### config.mk
export PLATFORM = sky130hd
export DESIGN_NAME = audio_port_framing
export DESIGN_NICKNAME = d
export VERILOG_FILES = /design/src/audio_port_pkg.sv /design/src/pin_sync.sv /design/src/audio_port_framing.sv
export VERILOG_INCLUDE_DIRS = /design/src
export SDC_FILE = /design/constraint.sdc
export NUM_CORES = 1
export LEC_CHECK = 0
export BUFFER_PORTS_ARGS = -buffer_cell sky130_fd_sc_hd__buf_4
export CAP_MARGIN = 20
export CORE_ASPECT_RATIO = 2
export CORE_MARGIN = 2
export CORE_UTILIZATION = 38
export CTS_CLUSTER_SIZE = 20
export DETAILED_ROUTE_END_ITERATION = 8
export HOLD_SLACK_MARGIN = 0.03
export PLACE_DENSITY_LB_ADDON = 0.12
export SYNTH_ARGS = -nofsm -noshare
export SYNTH_HDL_FRONTEND = slang
export SYNTH_SLANG_ARGS = --single-unit
### constraint.sdc
create_clock -name core_clk -period 6.2 [get_ports core_clk]
set_input_delay 1.24 -clock core_clk [delete_from_list [all_inputs] [get_ports core_clk]]
set_output_delay 1.24 -clock core_clk [all_outputs]
set_load 0.01 [all_outputs]
### src/audio_port_cfg.svh
/*
  Register offsets, field positions, reset values and fixed patterns of the
  audio port slot and sense framing block.
  Assumes it is included by its bare name after the include path is set.
*/
`ifndef AUDIO_PORT_CFG_SVH
`define AUDIO_PORT_CFG_SVH

// Register offsets on the plain register port.
`define ADDR_TDM_CTRL 8'h0C
`define ADDR_PORT_CTRL1 8'h0D
`define ADDR_PORT_CTRL2 8'h0E
`define ADDR_LEFT_SLOT 8'h0F
`define ADDR_RIGHT_SLOT 8'h10
`define ADDR_RESULT_LOW 8'h20
`define ADDR_RESULT_HIGH 8'h21
`define ADDR_SENSE_CTRL 8'h28
`define ADDR_GAIN_CTRL 8'h30
`define ADDR_GAIN_STATUS 8'h31

// Field positions.
`define BIT_OFFSET_MODE 14
`define BIT_ALT_FRAME 8
`define BIT_CHANNEL_SWAP 5
`define BIT_WLEN_HI 3
`define BIT_WLEN_LO 2
`define BIT_SLOT_ENABLE 10
`define BIT_PULL_ENABLE 6
`define BIT_PULL_SELECT 5
`define BIT_TRISTATE_CTL 4
`define BIT_NORMAL_AUDIO 15
`define BIT_SENSE_UNSIGNED 7
`define BIT_GAIN_POSITION 0

// Reset values.
`define RST_TDM_CTRL 16'h0000
`define RST_PORT_CTRL1 16'h0000
`define RST_PORT_CTRL2 16'h0040
`define RST_SLOT_DELAY 10'h000
`define RST_SENSE_CTRL 16'h0000
`define RST_GAIN_CTRL 16'h0000

// Fixed patterns and counts.
`define SENSE_PREAMBLE 4'hA
`define TYPE_JUNCTION 4'h0
`define TYPE_AMBIENT 4'h1
`define TYPE_BATTERY 4'h3
`define GAIN_BITS 8
`define POS_IDLE 11'h7FF

`endif

### src/audio_port_pkg.sv
/*
  Types shared by the audio port slot and sense framing block.
  Assumes nothing beyond a SystemVerilog compiler.
*/
`default_nettype none
package audio_port_pkg;

  // Port word length code as held in the port control register.
  typedef enum logic [1:0] {
    WLEN_16 = 2'b00,
    WLEN_20 = 2'b01,
    WLEN_24 = 2'b10,
    WLEN_32 = 2'b11
  } word_len_t;

  // Placement of the two channels inside the frame.
  typedef enum logic [1:0] {
    PLACE_PLAIN = 2'b00,
    PLACE_SLOT = 2'b01,
    PLACE_OFFSET = 2'b11
  } placement_t;

endpackage

`default_nettype wire

### src/pin_sync.sv
/*
  Two-flop synchroniser for a group of pin inputs.
  Assumes each bit is an independent level from outside the core clock domain.
*/
`timescale 1ns/1ns
`default_nettype none

module pin_sync #(
  parameter int WIDTH = 1
) (
  input wire logic core_clk, // Core clock.
  input wire logic rst_n, // Asynchronous reset, active low.
  input wire logic [WIDTH-1:0] async_in, // Levels from pins.
  output logic [WIDTH-1:0] sync_out // Levels on the core clock.
);

  logic [WIDTH-1:0] meta_reg;

  // The first stage feeds only the second stage.
  always_ff @(posedge core_clk or negedge rst_n) begin
    if (!rst_n) begin
      meta_reg <= '0;
      sync_out <= '0;
    end else begin
      meta_reg <= async_in;
      sync_out <= meta_reg;
    end
  end

endmodule

`default_nettype wire

### src/audio_port_framing.sv
/*
  Serial audio port framing: slot and offset placement of the two capture
  channels, idle behaviour of the capture output, sense word layout, and the
  stereo gain exchange on the general pin.
  Assumes a slave port: bit clock and frame sync come from outside and are
  sampled by core_clk, which must run several times faster than the bit clock.
  Sense, converter and gain inputs come from logic on core_clk.
*/
// Implementation choices: the plain strobed port and the register addresses.
`timescale 1ns/1ns
`default_nettype none
`include "audio_port_cfg.svh"

module audio_port_framing
  import audio_port_pkg::*;
#(
  parameter int DELAY_W = 10
) (
  input wire logic core_clk, // Core clock, 125 MHz.
  input wire logic rst_n, // Asynchronous reset, active low.
  input wire logic [7:0] reg_addr, // Register address.
  input wire logic [15:0] reg_wdata, // Register write data.
  input wire logic reg_wr, // Register write strobe.
  input wire logic reg_rd, // Register read strobe.
  output logic [15:0] reg_rdata, // Read data, one cycle after the strobe.
  input wire logic bclk_pin, // Bit clock from the host.
  input wire logic fs_pin, // Frame sync from the host.
  input wire logic playback_serial_in, // Serial data into the device.
  output logic capture_serial_out, // Serial data out of the device.
  output logic capture_serial_oe, // High while the device drives the output.
  output logic capture_pull_up, // Weak pull-up request for the idle output.
  output logic capture_pull_down, // Weak pull-down request for the idle output.
  input wire logic gain_share_pin_in, // General pin level.
  output logic gain_share_pin_out, // General pin drive value.
  output logic gain_share_pin_oe, // High while the device drives the pin.
  input wire logic [31:0] audio_left, // Normal audio word, left aligned.
  input wire logic [31:0] audio_right, // Normal audio word, left aligned.
  input wire logic [15:0] voltage_sense, // Voltage sense sample.
  input wire logic [15:0] current_sense, // Current sense sample.
  input wire logic [3:0] converter_type, // Type code of the current message.
  input wire logic [7:0] junction_temperature, // Converter result 0.
  input wire logic [7:0] ambient_temperature, // Converter result 1.
  input wire logic [7:0] battery_voltage, // Converter result 2.
  input wire logic [7:0] own_gain, // Gain in use by this device.
  output logic [7:0] partner_gain, // Gain received from the partner.
  output logic [31:0] playback_word // Left playback word, right aligned.
);

  // Refuse slot field widths outside 1 to 10 bits.
  generate
    if (DELAY_W < 1 || DELAY_W > 10) begin : g_bad_width
      $error("DELAY_W must lie between 1 and 10");
    end
  endgenerate

  logic [15:0] tdm_reg;
  logic [15:0] ctrl1_reg;
  logic [15:0] ctrl2_reg;
  logic [DELAY_W-1:0] left_delay_reg;
  logic [DELAY_W-1:0] right_delay_reg;
  logic [15:0] sense_reg;
  logic [15:0] gain_ctl_reg;
  logic [3:0] sync_bits;
  logic bclk_s;
  logic fs_s;
  logic pb_s;
  logic gin_s;
  logic bclk_d_reg;
  logic fs_q_reg;
  logic [10:0] pos_reg;
  logic [31:0] left_word_reg;
  logic [31:0] right_word_reg;
  logic last_bit_reg;
  logic [31:0] pb_shift_reg;
  logic [3:0] gcnt_reg;
  logic gact_reg;
  logic [7:0] grx_reg;

  // Pins pass two flops before anything reads them.
  pin_sync #(
    .WIDTH(4)
  ) u_sync (
    .core_clk(core_clk),
    .rst_n(rst_n),
    .async_in({bclk_pin, fs_pin, playback_serial_in, gain_share_pin_in}),
    .sync_out(sync_bits)
  );

  assign bclk_s = sync_bits[3];
  assign fs_s = sync_bits[2];
  assign pb_s = sync_bits[1];
  assign gin_s = sync_bits[0];

  // Bit clock edges and frame sync edges seen at the rising bit-clock edge.
  wire bclk_rise = bclk_s & ~bclk_d_reg;
  wire bclk_fall = ~bclk_s & bclk_d_reg;
  wire fs_rise = bclk_rise & fs_s & ~fs_q_reg;
  wire fs_fall = bclk_rise & ~fs_s & fs_q_reg;

  // Control fields.
  wire offset_mode = tdm_reg[`BIT_OFFSET_MODE];
  wire alt_frame = tdm_reg[`BIT_ALT_FRAME];
  wire channel_swap = ctrl1_reg[`BIT_CHANNEL_SWAP];
  wire slot_enable = ctrl2_reg[`BIT_SLOT_ENABLE];
  wire pull_enable = ctrl2_reg[`BIT_PULL_ENABLE];
  wire pull_select = ctrl2_reg[`BIT_PULL_SELECT];
  wire tristate_ctl = ctrl2_reg[`BIT_TRISTATE_CTL];
  wire normal_audio = sense_reg[`BIT_NORMAL_AUDIO];
  wire sense_unsigned = sense_reg[`BIT_SENSE_UNSIGNED];
  wire gain_position = gain_ctl_reg[`BIT_GAIN_POSITION];
  wire [1:0] wlen_field = ctrl1_reg[`BIT_WLEN_HI:`BIT_WLEN_LO];
  word_len_t wlen;
  placement_t place;
  assign wlen = word_len_t'(wlen_field);
  // Offset mode takes precedence if software sets both placement bits.
  assign place = offset_mode ? PLACE_OFFSET : (slot_enable ? PLACE_SLOT : PLACE_PLAIN);

  // Word length in bits.
  wire [10:0] word_bits = (wlen == WLEN_16) ? 11'h010 :
                          (wlen == WLEN_20) ? 11'h014 :
                          (wlen == WLEN_24) ? 11'h018 : 11'h020;

  // Channel start positions in bit clocks after the frame sync.
  wire [10:0] left_delay_ext = 11'(left_delay_reg);
  wire [10:0] right_delay_ext = 11'(right_delay_reg);
  wire [10:0] left_start = (place == PLACE_PLAIN) ? 11'h000 : left_delay_ext;
  wire [10:0] right_start = (place == PLACE_SLOT) ? right_delay_ext :
                            11'(left_start + word_bits);
  wire [10:0] left_end = 11'(left_start + word_bits);
  wire [10:0] right_end = 11'(right_start + word_bits);
  wire in_left = (pos_reg >= left_start) && (pos_reg < left_end);
  wire in_right = (pos_reg >= right_start) && (pos_reg < right_end) && !in_left;
  wire [10:0] left_index = 11'(pos_reg - left_start);
  wire [10:0] right_index = 11'(pos_reg - right_start);

  // Converter message chosen by its type code.
  wire [7:0] message = (converter_type == `TYPE_JUNCTION) ? junction_temperature :
                       (converter_type == `TYPE_AMBIENT) ? ambient_temperature :
                       (converter_type == `TYPE_BATTERY) ? battery_voltage : 8'h00;

  // Sense words; unsigned format flips the sign bit.
  wire [15:0] v_data = {voltage_sense[15] ^ sense_unsigned, voltage_sense[14:0]};
  wire [15:0] i_data = {current_sense[15] ^ sense_unsigned, current_sense[14:0]};
  wire short_word = (wlen == WLEN_16);
  wire [7:0] v_tail = short_word ? 8'h00 : {`SENSE_PREAMBLE, converter_type};
  wire [7:0] i_tail = short_word ? 8'h00 : {message[7:4], message[3:0]};
  wire [31:0] v_word = {v_data, v_tail, 8'h00};
  wire [31:0] i_word = {i_data, i_tail, 8'h00};

  // Sense stereo needs normal audio and alternating frames both clear.
  wire sense_mode = !normal_audio && !alt_frame;
  wire [31:0] base_left = sense_mode ? v_word : audio_left;
  wire [31:0] base_right = sense_mode ? i_word : audio_right;
  wire [31:0] next_left = channel_swap ? base_right : base_left;
  wire [31:0] next_right = channel_swap ? base_left : base_right;

  // Bits for the coming rising edge, MSB first from the top of the word.
  wire left_bit = left_word_reg[5'd31 - left_index[4:0]];
  wire right_bit = right_word_reg[5'd31 - right_index[4:0]];

  // Idle output floats when tristate is asked for or pull enable and pull select are both clear.
  wire idle_release = tristate_ctl || (!pull_enable && !pull_select);

  // Gain exchange windows within the 16 bit clocks after frame sync falls.
  wire gain_first_half = !gcnt_reg[3];
  wire gain_tx = gact_reg && (gain_position ? gain_first_half : !gain_first_half);
  wire gain_rx = gact_reg && (gain_position ? !gain_first_half : gain_first_half);
  wire [7:0] grx_next = {grx_reg[6:0], gin_s};

  // Register decode.
  wire wr_tdm = reg_wr && (reg_addr == `ADDR_TDM_CTRL);
  wire wr_ctrl1 = reg_wr && (reg_addr == `ADDR_PORT_CTRL1);
  wire wr_ctrl2 = reg_wr && (reg_addr == `ADDR_PORT_CTRL2);
  wire wr_left = reg_wr && (reg_addr == `ADDR_LEFT_SLOT);
  wire wr_right = reg_wr && (reg_addr == `ADDR_RIGHT_SLOT);
  wire wr_sense = reg_wr && (reg_addr == `ADDR_SENSE_CTRL);
  wire wr_gain = reg_wr && (reg_addr == `ADDR_GAIN_CTRL);
  wire [15:0] rd_value =
    (reg_addr == `ADDR_TDM_CTRL) ? tdm_reg :
    (reg_addr == `ADDR_PORT_CTRL1) ? ctrl1_reg :
    (reg_addr == `ADDR_PORT_CTRL2) ? ctrl2_reg :
    (reg_addr == `ADDR_LEFT_SLOT) ? 16'(left_delay_reg) :
    (reg_addr == `ADDR_RIGHT_SLOT) ? 16'(right_delay_reg) :
    (reg_addr == `ADDR_RESULT_LOW) ? {ambient_temperature, junction_temperature} :
    (reg_addr == `ADDR_RESULT_HIGH) ? {8'h00, battery_voltage} :
    (reg_addr == `ADDR_SENSE_CTRL) ? sense_reg :
    (reg_addr == `ADDR_GAIN_CTRL) ? gain_ctl_reg :
    (reg_addr == `ADDR_GAIN_STATUS) ? {8'h00, partner_gain} : 16'h0000;

  // Software-written control registers.
  always_ff @(posedge core_clk or negedge rst_n) begin
    if (!rst_n) begin
      tdm_reg <= `RST_TDM_CTRL;
      ctrl1_reg <= `RST_PORT_CTRL1;
      ctrl2_reg <= `RST_PORT_CTRL2;
      sense_reg <= `RST_SENSE_CTRL;
      gain_ctl_reg <= `RST_GAIN_CTRL;
    end else begin
      if (wr_tdm) tdm_reg <= reg_wdata;
      if (wr_ctrl1) ctrl1_reg <= reg_wdata;
      if (wr_ctrl2) ctrl2_reg <= reg_wdata;
      if (wr_sense) sense_reg <= reg_wdata;
      if (wr_gain) gain_ctl_reg <= reg_wdata;
    end
  end

  // Slot delay fields.
  always_ff @(posedge core_clk or negedge rst_n) begin
    if (!rst_n) begin
      left_delay_reg <= DELAY_W'(`RST_SLOT_DELAY);
      right_delay_reg <= DELAY_W'(`RST_SLOT_DELAY);
    end else begin
      if (wr_left) left_delay_reg <= reg_wdata[DELAY_W-1:0];
      if (wr_right) right_delay_reg <= reg_wdata[DELAY_W-1:0];
    end
  end

  // Read data stands for exactly one cycle after the strobe.
  always_ff @(posedge core_clk or negedge rst_n) begin
    if (!rst_n) begin
      reg_rdata <= 16'h0000;
    end else begin
      reg_rdata <= reg_rd ? rd_value : 16'h0000;
    end
  end

  // Pull requests follow the control bits.
  always_ff @(posedge core_clk or negedge rst_n) begin
    if (!rst_n) begin
      capture_pull_up <= 1'b0;
      capture_pull_down <= 1'b0;
    end else begin
      capture_pull_up <= pull_enable && pull_select;
      capture_pull_down <= pull_enable && !pull_select;
    end
  end

  // Edge history and the frame bit position, counted on rising edges.
  always_ff @(posedge core_clk or negedge rst_n) begin
    if (!rst_n) begin
      bclk_d_reg <= 1'b0;
      fs_q_reg <= 1'b0;
      pos_reg <= `POS_IDLE;
    end else begin
      bclk_d_reg <= bclk_s;
      if (bclk_rise) begin
        fs_q_reg <= fs_s;
        if (fs_rise) begin
          pos_reg <= 11'h000;
        end else if (pos_reg != `POS_IDLE) begin
          pos_reg <= 11'(pos_reg + 11'h001);
        end
      end
    end
  end

  // Channel words are frozen at frame start so a frame never tears.
  always_ff @(posedge core_clk or negedge rst_n) begin
    if (!rst_n) begin
      left_word_reg <= 32'h0000_0000;
      right_word_reg <= 32'h0000_0000;
    end else if (fs_rise) begin
      left_word_reg <= next_left;
      right_word_reg <= next_right;
    end
  end

  // Capture output changes on falling edges so the host samples on rising ones.
  always_ff @(posedge core_clk or negedge rst_n) begin
    if (!rst_n) begin
      capture_serial_out <= 1'b0;
      capture_serial_oe <= 1'b0;
      last_bit_reg <= 1'b0;
    end else if (bclk_fall) begin
      if (in_left) begin
        capture_serial_out <= left_bit;
        capture_serial_oe <= 1'b1;
        last_bit_reg <= left_bit;
      end else if (in_right) begin
        capture_serial_out <= right_bit;
        capture_serial_oe <= 1'b1;
        last_bit_reg <= right_bit;
      end else begin
        capture_serial_out <= last_bit_reg;
        capture_serial_oe <= !idle_release;
      end
    end
  end

  // Playback data is sampled on rising edges inside the left slot.
  always_ff @(posedge core_clk or negedge rst_n) begin
    if (!rst_n) begin
      pb_shift_reg <= 32'h0000_0000;
      playback_word <= 32'h0000_0000;
    end else if (bclk_rise) begin
      if (fs_rise) begin
        pb_shift_reg <= 32'h0000_0000;
      end else if (in_left) begin
        pb_shift_reg <= {pb_shift_reg[30:0], pb_s};
        if (pos_reg == 11'(left_end - 11'h001)) begin
          playback_word <= {pb_shift_reg[30:0], pb_s};
        end
      end
    end
  end

  // Gain exchange counter and receiver, started by the frame sync falling edge.
  always_ff @(posedge core_clk or negedge rst_n) begin
    if (!rst_n) begin
      gcnt_reg <= 4'h0;
      gact_reg <= 1'b0;
      grx_reg <= 8'h00;
      partner_gain <= 8'h00;
    end else if (bclk_rise) begin
      if (fs_fall) begin
        gcnt_reg <= 4'h0;
        gact_reg <= 1'b1;
      end else if (gact_reg) begin
        if (gain_rx) begin
          grx_reg <= grx_next;
          if (gcnt_reg[2:0] == 3'h7) begin
            partner_gain <= grx_next;
          end
        end
        if (gcnt_reg == 4'hF) begin
          gact_reg <= 1'b0;
        end
        gcnt_reg <= 4'(gcnt_reg + 4'h1);
      end
    end
  end

  // Gain pin is driven only during the send window, changing on falling edges.
  always_ff @(posedge core_clk or negedge rst_n) begin
    if (!rst_n) begin
      gain_share_pin_out <= 1'b0;
      gain_share_pin_oe <= 1'b0;
    end else if (bclk_fall) begin
      if (gain_tx) begin
        gain_share_pin_out <= own_gain[3'h7 - gcnt_reg[2:0]];
        gain_share_pin_oe <= 1'b1;
      end else begin
        gain_share_pin_out <= 1'b0;
        gain_share_pin_oe <= 1'b0;
      end
    end
  end

endmodule

`default_nettype wire

Word level (Yosys, flattened, before mapping)
Cells that the tools add are included.

storage, ports and cells
  memories kept = 0
  memory bits (read-only) = 0
  flip-flop bits (word level) = 290
  memory bits (writable) = 0
  latch bits = 0

cells by class
  add/sub/neg operators = 10
  multiplexer cells = 50
  reductions and logical operators = 38
  div/mod/pow operators = 0
  multipliers = 0
  shifts and indexed selects = 0
  bitwise operators = 14
  magnitude comparators = 7
  eq/ne operators = 19

operators with widths
  operator                                                    count
  2-to-1 mux 16 bit                                           10
  2-to-1 mux 32 bit                                           4
  2-to-1 mux 31 bit                                           2
  2-to-1 mux 8 bit                                            6
  equality test 8 x 6 -> 1 bit, second input constant         5
  2-to-1 mux 11 bit                                           3
  equality test 8 x 4 -> 1 bit, second input constant         4
  less-than comparator 11 bit                                 2
  2-to-1 mux 6 bit                                            3
  logical AND 1 bit                                           16
  2-to-1 mux 1 bit                                            15
  less-than comparator 5 x 6 -> 1 bit, second input constant  2
  adder 10 x 6 -> 11 bit                                      1
  adder 11 x 1 -> 11 bit, second input constant               1
  adder 11 x 6 -> 11 bit                                      1
  equality test 11 bit                                        1
  >= comparator 11 x 10 -> 1 bit                              1
  >= comparator 11 bit                                        1
  inequality test 11 bit, second input constant               1
  subtractor 11 x 1 -> 11 bit, second input constant          1
  binary-select mux 1 bit (select 5 bit)                      2
  2-to-1 mux 10 bit                                           1
  subtractor 5 bit                                            2
  subtractor 5 bit, first input constant                      2
  24 further kinds                                            51

Logic depth before layout (Yosys ltp)
Gate-level depths: netlist of the first run.

  depth after elaboration = 12
  gate-level depth with buffers = 21

Cells and area by module
Synthesis of the first run repeated with hierarchy kept, for this count alone.

unflattened totals
  cell total of the unflattened synthesis = 1469
  area, all modules = 15756.4 sq um

by module, submodules not included
  module              instances  area an instance (sq um)  cells an instance
  audio_port_framing  1          15556.2                   1461
  pin_sync            1          200.2                     8

Worst setup path before layout of the first run
Ideal clock, no wire load.

  path type = reg-to-reg
  from = register ctrl2_reg[10]
  to = register playback_word[10]
  path buffers = 2
  library setup time = 0.125 ns
  path slack = 1.306 ns
  required time = 6.075 ns
  stages on the path, launching flop included = 20
  arrival time = 4.769 ns
  path through = dfrtp_1 > or2_1 > buf_2 > nand2_1 > inv_1 > ha_1 > fa_1 > a211oi_2 > nor3_1 > nor2_1 > inv_1 > ha_1 > or4_1 > o22ai_1 > a211oi_1 > nor3_1 > nand3_1 > a2111oi_4 > buf_6 > mux2_4

on the way
  longest elaborated chain between the ends = 8
  elaborated cells on any way between the ends = 11
  classes of those cells = 2 x add/sub; 2 x order compare; 1 x eq/ne; 3 x mux; 3 x reduce/logical

ends and longest elaborated chain
  what                                                                               line                                                  source
  start: declaration                                                                 audio_port_framing.sv:58                              logic [15:0] ctrl2_reg;
  start signal: assignment                                                           audio_port_framing.sv:195                             ctrl2_reg <= `RST_PORT_CTRL2;
  start signal: assignment                                                           audio_port_framing.sv:201                             if (wr_ctrl2) ctrl2_reg <= reg_wdata;
  2-to-1 mux 1 bit *                                                                 audio_port_framing.sv:116                             assign place = offset_mode ? PLACE_OFFSET : (slot_enable ? PLACE_SLOT : PLACE_PLAIN);
  2-to-1 mux 2 bit *                                                                 audio_port_framing.sv:116
  logical NOT 2 bit *                                                                audio_port_framing.sv:126                             wire [10:0] left_start = (place == PLACE_PLAIN) ? 11'h000 : left_delay_ext;
  2-to-1 mux 10 bit *                                                                audio_port_framing.sv:126
  adder 10 x 6 -> 11 bit                                                             audio_port_framing.sv:129                             wire [10:0] left_end = 11'(left_start + word_bits);
  subtractor 11 x 1 -> 11 bit / less-than comparator 11 bit (equally long branches)  audio_port_framing.sv:300, audio_port_framing.sv:131
  equality test 11 bit / logical AND 1 bit (equally long branches)                   audio_port_framing.sv:300, audio_port_framing.sv:131
  AND reduction 4 bit (no source line) *                                             -
  end signal: assignment                                                             audio_port_framing.sv:301                             playback_word <= {pb_shift_reg[30:0], pb_s};
  end: declaration                                                                   audio_port_framing.sv:46                              output logic [31:0] playback_word

Mark *: on every way between the ends. The rest lies on a longest branch, timed or not.
A chain may end at the register's enable or synchronous reset.

Final worst setup path of the first run
  from = register tdm_reg[14]
  to = register playback_word[1]

on the way
  longest elaborated chain between the ends = 7
  elaborated cells on any way between the ends = 10
  classes of those cells = 2 x add/sub; 2 x order compare; 1 x eq/ne; 2 x mux; 3 x reduce/logical

ends and longest elaborated chain
  what                                                                               line                                                  source
  start: declaration                                                                 audio_port_framing.sv:56                              logic [15:0] tdm_reg;
  start signal: assignment                                                           audio_port_framing.sv:193                             tdm_reg <= `RST_TDM_CTRL;
  start signal: assignment                                                           audio_port_framing.sv:199                             if (wr_tdm) tdm_reg <= reg_wdata;
  2-to-1 mux 2 bit *                                                                 audio_port_framing.sv:116
  logical NOT 2 bit *                                                                audio_port_framing.sv:126
  2-to-1 mux 10 bit *                                                                audio_port_framing.sv:126
  adder 10 x 6 -> 11 bit                                                             audio_port_framing.sv:129
  subtractor 11 x 1 -> 11 bit / less-than comparator 11 bit (equally long branches)  audio_port_framing.sv:300, audio_port_framing.sv:131
  equality test 11 bit / logical AND 1 bit (equally long branches)                   audio_port_framing.sv:300, audio_port_framing.sv:131
  AND reduction 4 bit (no source line) *                                             -

Marks and branches as above.

==> flow_summary.yaml, run 1 <==
critical_path:
  start_kind: "register"
  crit_slowest_cell: "buf_4"
  arrival_ns: 6.07
  required_ns: 6.66
  cp_top_family: "simple AND/OR/NAND/NOR gates"
  endpoint_kind: "register"
  crit_fanout: 32
  crit_type: "register to register"
  cp_slowest_stage_delay_ns: 0.55
  r2r_setup_slack_ns: 0.59
  crit_chain: "or2_1, nand2_1, inv_1, ha_1, fa_1, a211oi_2, nor3_1, nor2_1, inv_1, ha_1, or4_1, o22ai_1, a211oi_1, nor3_1, buf_4, nand3_1, a2111oi_4, buf_4, mux2_2"
  path_buf_inv: 4
timing:
  hold_violations: 0
  holdWs_ns: 0.344
  finalSetupTns_ns: 0
  min_period_over_period_pct: 90.5
  fin_worst_skew_ns: 0.0193
  final_max_slew_viol_count: 0
  fin_crit_ns: 5.61
  max_freq_mhz: 178
  worstMarginPinSlew_ns: 1.01
  slew_headroom_pct: 32.9
  setup_ws_ns: 0.589
  rsz0062_at_grt: "no"
  setup_viol: 0
cells_and_area:
  finish.instance_area_sq_um: 18900
  final_common_cell: "dfrtp_1"
  postLayoutCoreUtil_pct: 46.3
  num_antenna_cells: 0
  n_fill_cell: 3913
  fin_cells: 2221
  area_growth_pct: 20.7
  final_cell_mix: "277 x dfrtp_1, 241 x buf_4, 197 x nand2_1"
  layout.nets: 1887
  drive_gt1_share_pct: 29.4
clocking:
  cts_setup_buffers: 0
  clock-sinks: 290
  postCtsHoldBufs: 0
  cts_inserted_buffers: 28
  h-tree-depth: 1
  cts-resized-gates: 0
  clockRootBuffer: "clkbuf_16"
  cts_tree: "yes"
  cts_buffer_depth: 3
  path_clk_slew_ns: 0.07
  clock_latency_ns: 0.58
synthesis:
  synth_cell_type_count: 67
  synth-async-reset-ratio_pct: 100
  syn_avg_cell_area_sq_um: 10.7
  yosysWarningCount: 0
  synthCells: 1470
  yosys.area.top_type_share_pct: 44.4
  syn_nets: 1693
  ys_seq_area_share_pct: 46.4
  ys_top_cells_by_area: "dfrtp_1 44%, mux2_2 8.5%, nand2_1 4.7%"
  synthesis.area_sq_um: 15700
  ys_seq_elements: 290
  synth-main-ff-cell: "dfrtp_1"
  synth_edf_count: 0
  synth_top_cell_by_area: "dfrtp_1"
hold_path:
  hp-class: "register to register"
routing:
  drtAntennaViolNets: 0
  vias: 12000
  drt-total-wl_um: 48200
  route.detailed.drc: 0
  wl_per_cell_um: 21.7
  dr.pass1.iters: 5
  drt_iter0_markers: 524
  viasPerCell: 5.42
global_routing:
  grt_max_degree: 129
  grt_pass1_wl_um: 74800
  grtUsageTotal_pct: 22.4
  antenna_found_initial: 1
  first_global_vias: 12800
  grt_overflow: 0
power:
  max-vdd-ir-drop_v: 0.000229
  total_power_mw: 5.26
  p_leak_nw: 8.97
  power.density_nw_per_um2: 278
place:
  dp_hpwl_um: 36200
  dp_slack_ns: 0.621
  placed_area_sq_um: 17900
  place_congestion: 0.886
  place_inst: 2168
  port_buffers: 225
floorplanning:
  core_area_sq_um: 40900
  die_h_um: 291
  die_area_sq_um: 43000
  die_x_um: 148
  rows: 105
  initial_core_util_pct: 38.4
  io_pins: 226
job:
  max_cap_viol_count: 0
run_status:
  status: "finished clean"
==> synth_stat cells, types with 9 or more instances <==
library cell and number:
nand3_1 18, dfrtp_1 278, mux4_2 25, mux2_4 30, o21ai_0 128, nor2b_1 20, clkbuf_1 63, nand2_1 197
a21oi_1 79, dfstp_2 12, ha_1 55, a21o_1 14, xnor2_1 27, inv_1 40, o22ai_1 9, mux2i_1 50
xor2_1 11, nor2_1 79, o211ai_1 12, mux2_2 119, o31ai_1 19, a22o_1 40, nand2b_1 9, buf_1 12
nor3_1 13, a222oi_1 12
==> worst reg2reg max path, delay by kind of cell, from the launching register on <==
kind            cells  cell delay (ns)
compound gates      4             0.93
flops               1             0.51
buf+inv             4             0.94
fa+ha+maj           3             0.88
simple gates        7             1.80
mux                 1             0.42
==> metal layers <==
metal / vias up / GRT usage (%) / routed length, um
met5: - / 0 / 0
met4: 0 / 8.98 / 2150
met3: 80 / 2.05 / 1690
met2: 285 / 44.3 / 27100
met1: 5987 / 23.9 / 17200
li1: 5679 / - / -
==> power breakdown <==
part / switching [mW] / total [mW] / internal [mW]
Sequential: 0.181 / 2.29 / 2.10
Clock: 0.788 / 1.82 / 1.03
Combinational: 0.613 / 1.16 / 0.543
Total: 1.58 / 5.26 / 3.68
==> area by class of cell <==
type | count | area, sq um | share of cell area (%)
tap | 535 | 669 | 3.54
clock inverter | 14 | 173 | 0.913
sequential | 290 | 7280 | 38.5
timing repair buffer | 245 | 1890 | 9.97
clock buffer | 38 | 798 | 4.22
inverter | 40 | 150 | 0.794
multi-input combinational | 1059 | 7970 | 42.1
==> final timing paths <==
kind / startpoint / to / depth (start not counted)
max: tdm_reg[14] / playback_word[1] / 19
min: u_sync.meta_reg[2] / u_sync.sync_out[2] / 0
max reg2reg: tdm_reg[14] / playback_word[1] / 19
min reg2reg: u_sync.meta_reg[2] / u_sync.sync_out[2] / 0
max in group asynchronous: rst_n / ctrl1_reg[5] / 2
min in group asynchronous: rst_n / left_word_reg[3] / 1
==> kinds of logic (layout without fill, tap and decap cells) <==
kind of cell               Yosys count  after routing  share of synthesized area [%]
adders and majority gates           60             60                           4.96
DFF                                290            290                           46.4
xor gates and xnor gates            39             39                           2.23
and+or+nand+nor                    381            381                           10.7
muxes                              224            224                           18.2
buffers and inverters              121            337                           3.06
AOI/OAI and AO/OA                  355            355                           14.4
(Power assumes the default switching activity.)
==> run 2: changes to the inputs <==
Settings changed: CELL_PAD_IN_SITES_DETAIL_PLACEMENT from default to 1, CELL_PAD_IN_SITES_GLOBAL_PLACEMENT from default to 2.
==> run 2 against run 1 <==
Against the previous run:
- wire length grew 7.1%
- cell count shrank 0.18%
- global-route usage grew 1.8 points
- die area is the same
- fmax grew 0.62%
- largest cell class unchanged
- critical path type unchanged
- total power shrank 0.75%
- clock skew grew 0.0071 ns
- first-iteration DRC count grew 4.2%
==> flow_summary.yaml, run 2 (synthesized netlist as in run 1, its figures left out) <==
clocking:
  cts_setup_buffers: 0
  cts-resized-gates: 0
  postCtsHoldBufs: 0
  h-tree-depth: 1
  clock-sinks: 290
  cts_inserted_buffers: 28
  cts_buffer_depth: 3
  clockRootBuffer: "clkbuf_16"
  path_clk_slew_ns: 0.07
  clock_latency_ns: 0.60
  cts_tree: "yes"
global_routing:
  grt_pass1_wl_um: 79500
  first_global_vias: 13300
  antenna_found_initial: 1
  grt_overflow: 0
  grtUsageTotal_pct: 24.3
  grt_max_degree: 138
power:
  power.density_nw_per_um2: 277
  max-vdd-ir-drop_v: 0.000211
  p_leak_nw: 8.94
cells_and_area:
  drive_gt1_share_pct: 29.1
  postLayoutCoreUtil_pct: 46.1
  final_cell_mix: "277 x dfrtp_1, 242 x buf_4, 197 x nand2_1"
  final_common_cell: "dfrtp_1"
  area_growth_pct: 20.2
  layout.nets: 1886
  n_fill_cell: 4521
  finish.instance_area_sq_um: 18800
place:
  placed_area_sq_um: 17900
  port_buffers: 225
  dp_slack_ns: 0.679
  dp_hpwl_um: 39800
  place_congestion: 0.879
timing:
  final_max_slew_viol_count: 0
  finalSetupTns_ns: 0
  fin_worst_skew_ns: 0.0264
  rsz0062_at_grt: "no"
  setup_ws_ns: 0.624
  fin_crit_ns: 5.58
  slew_headroom_pct: 34.9
  worstMarginPinSlew_ns: 0.969
  max_freq_mhz: 179
  hold_violations: 0
  setup_viol: 0
  min_period_over_period_pct: 89.9
critical_path:
  crit_type: "register to register"
  required_ns: 6.66
  start_kind: "register"
  crit_fanout: 32
  endpoint_kind: "register"
  r2r_setup_slack_ns: 0.62
  arrival_ns: 6.04
routing:
  route.detailed.drc: 0
  dr.pass1.iters: 5
  wl_met2_um: 29600
  viasPerCell: 5.45
  met3_length_um: 1850
  vias: 12100
  drt_iter0_markers: 546
  drtAntennaViolNets: 0
  drt-total-wl_um: 51600
  drt-met1-wl_um: 17600
  dr.max_layer_used: "met4"
  wl_per_cell_um: 23.3
floorplanning:
  die_area_sq_um: 43000
  io_pins: 226
  initial_core_util_pct: 38.4
  core_area_sq_um: 40900
  die_x_um: 148
  rows: 105
  die_h_um: 291
job:
  max_cap_viol_count: 0
run_status:
  status: "finished clean"
hold_path:
  hp-class: "register to register"
==> run 2: metrics by stage <==
| step | hold slack [ns] | std cells | power [mW] |
|---|---|---|---|
| 2_1_floorplan | 0.331 | 1470 | 2.99 |
| 3_5_place_dp | 0.340 | 2168 | 3.52 |
| 5_1_grt | 0.358 | 2217 | 5.50 |
| 6_report | 0.349 | 2217 | 5.22 |
| 4_1_cts | 0.354 | 2216 | 5.32 |
| 3_3_place_gp | 0.337 | 2168 | 3.49 |
==> run 2: cell type report <==
type / count / area [sq um] / area share (%)
clock buffers: 37 / 764 / 4.06
flip-flops and latches: 290 / 7280 / 38.6
inverters: 40 / 150 / 0.797
multi-input cells: 1059 / 7970 / 42.3
diodes: 1 / 2.50 / 0.0133
well taps: 535 / 669 / 3.55
clock inverters: 11 / 161 / 0.857
repair buffers: 244 / 1850 / 9.83
==> run 2: path summary, 6_finish.rpt <==
kind,start,end,cells after the start
min,u_sync.meta_reg[1],u_sync.sync_out[1],0
max reg2reg,tdm_reg[14],playback_word[0],19
max,tdm_reg[14],playback_word[0],19
max in group asynchronous,rst_n,ctrl2_reg[9],2
min reg2reg,u_sync.meta_reg[1],u_sync.sync_out[1],0
min in group asynchronous,rst_n,u_sync.sync_out[1],1
==> run 2: where the power goes <==
part,internal (mW),total (mW),switching (mW)
Clock,0.993,1.77,0.779
Combinational,0.541,1.16,0.619
Sequential,2.11,2.29,0.185
Total,3.64,5.22,1.58
==> run 2: per-layer routing <==
layer	up-vias	track usage, %
met1	6046	24.5
met5	-	0
met4	0	10.7
met2	276	48.3
met3	97	2.90
li1	5667	-
==> run 2: worst max-delay path, cell delays in order, from the launching register on <==
cell,delay (ns)
dfrtp_1,0.50
or2_1,0.41
nand2_1,0.15
inv_1,0.07
ha_1,0.24
fa_1,0.45
a211oi_2,0.36
nor3_1,0.12
nor2_1,0.30
inv_1,0.14
ha_1,0.22
or4_1,0.51
o22ai_1,0.20
a211oi_1,0.11
nor3_1,0.21
buf_4,0.17
nand3_1,0.12
a2111oi_4,0.21
buf_4,0.53
mux2_2,0.40
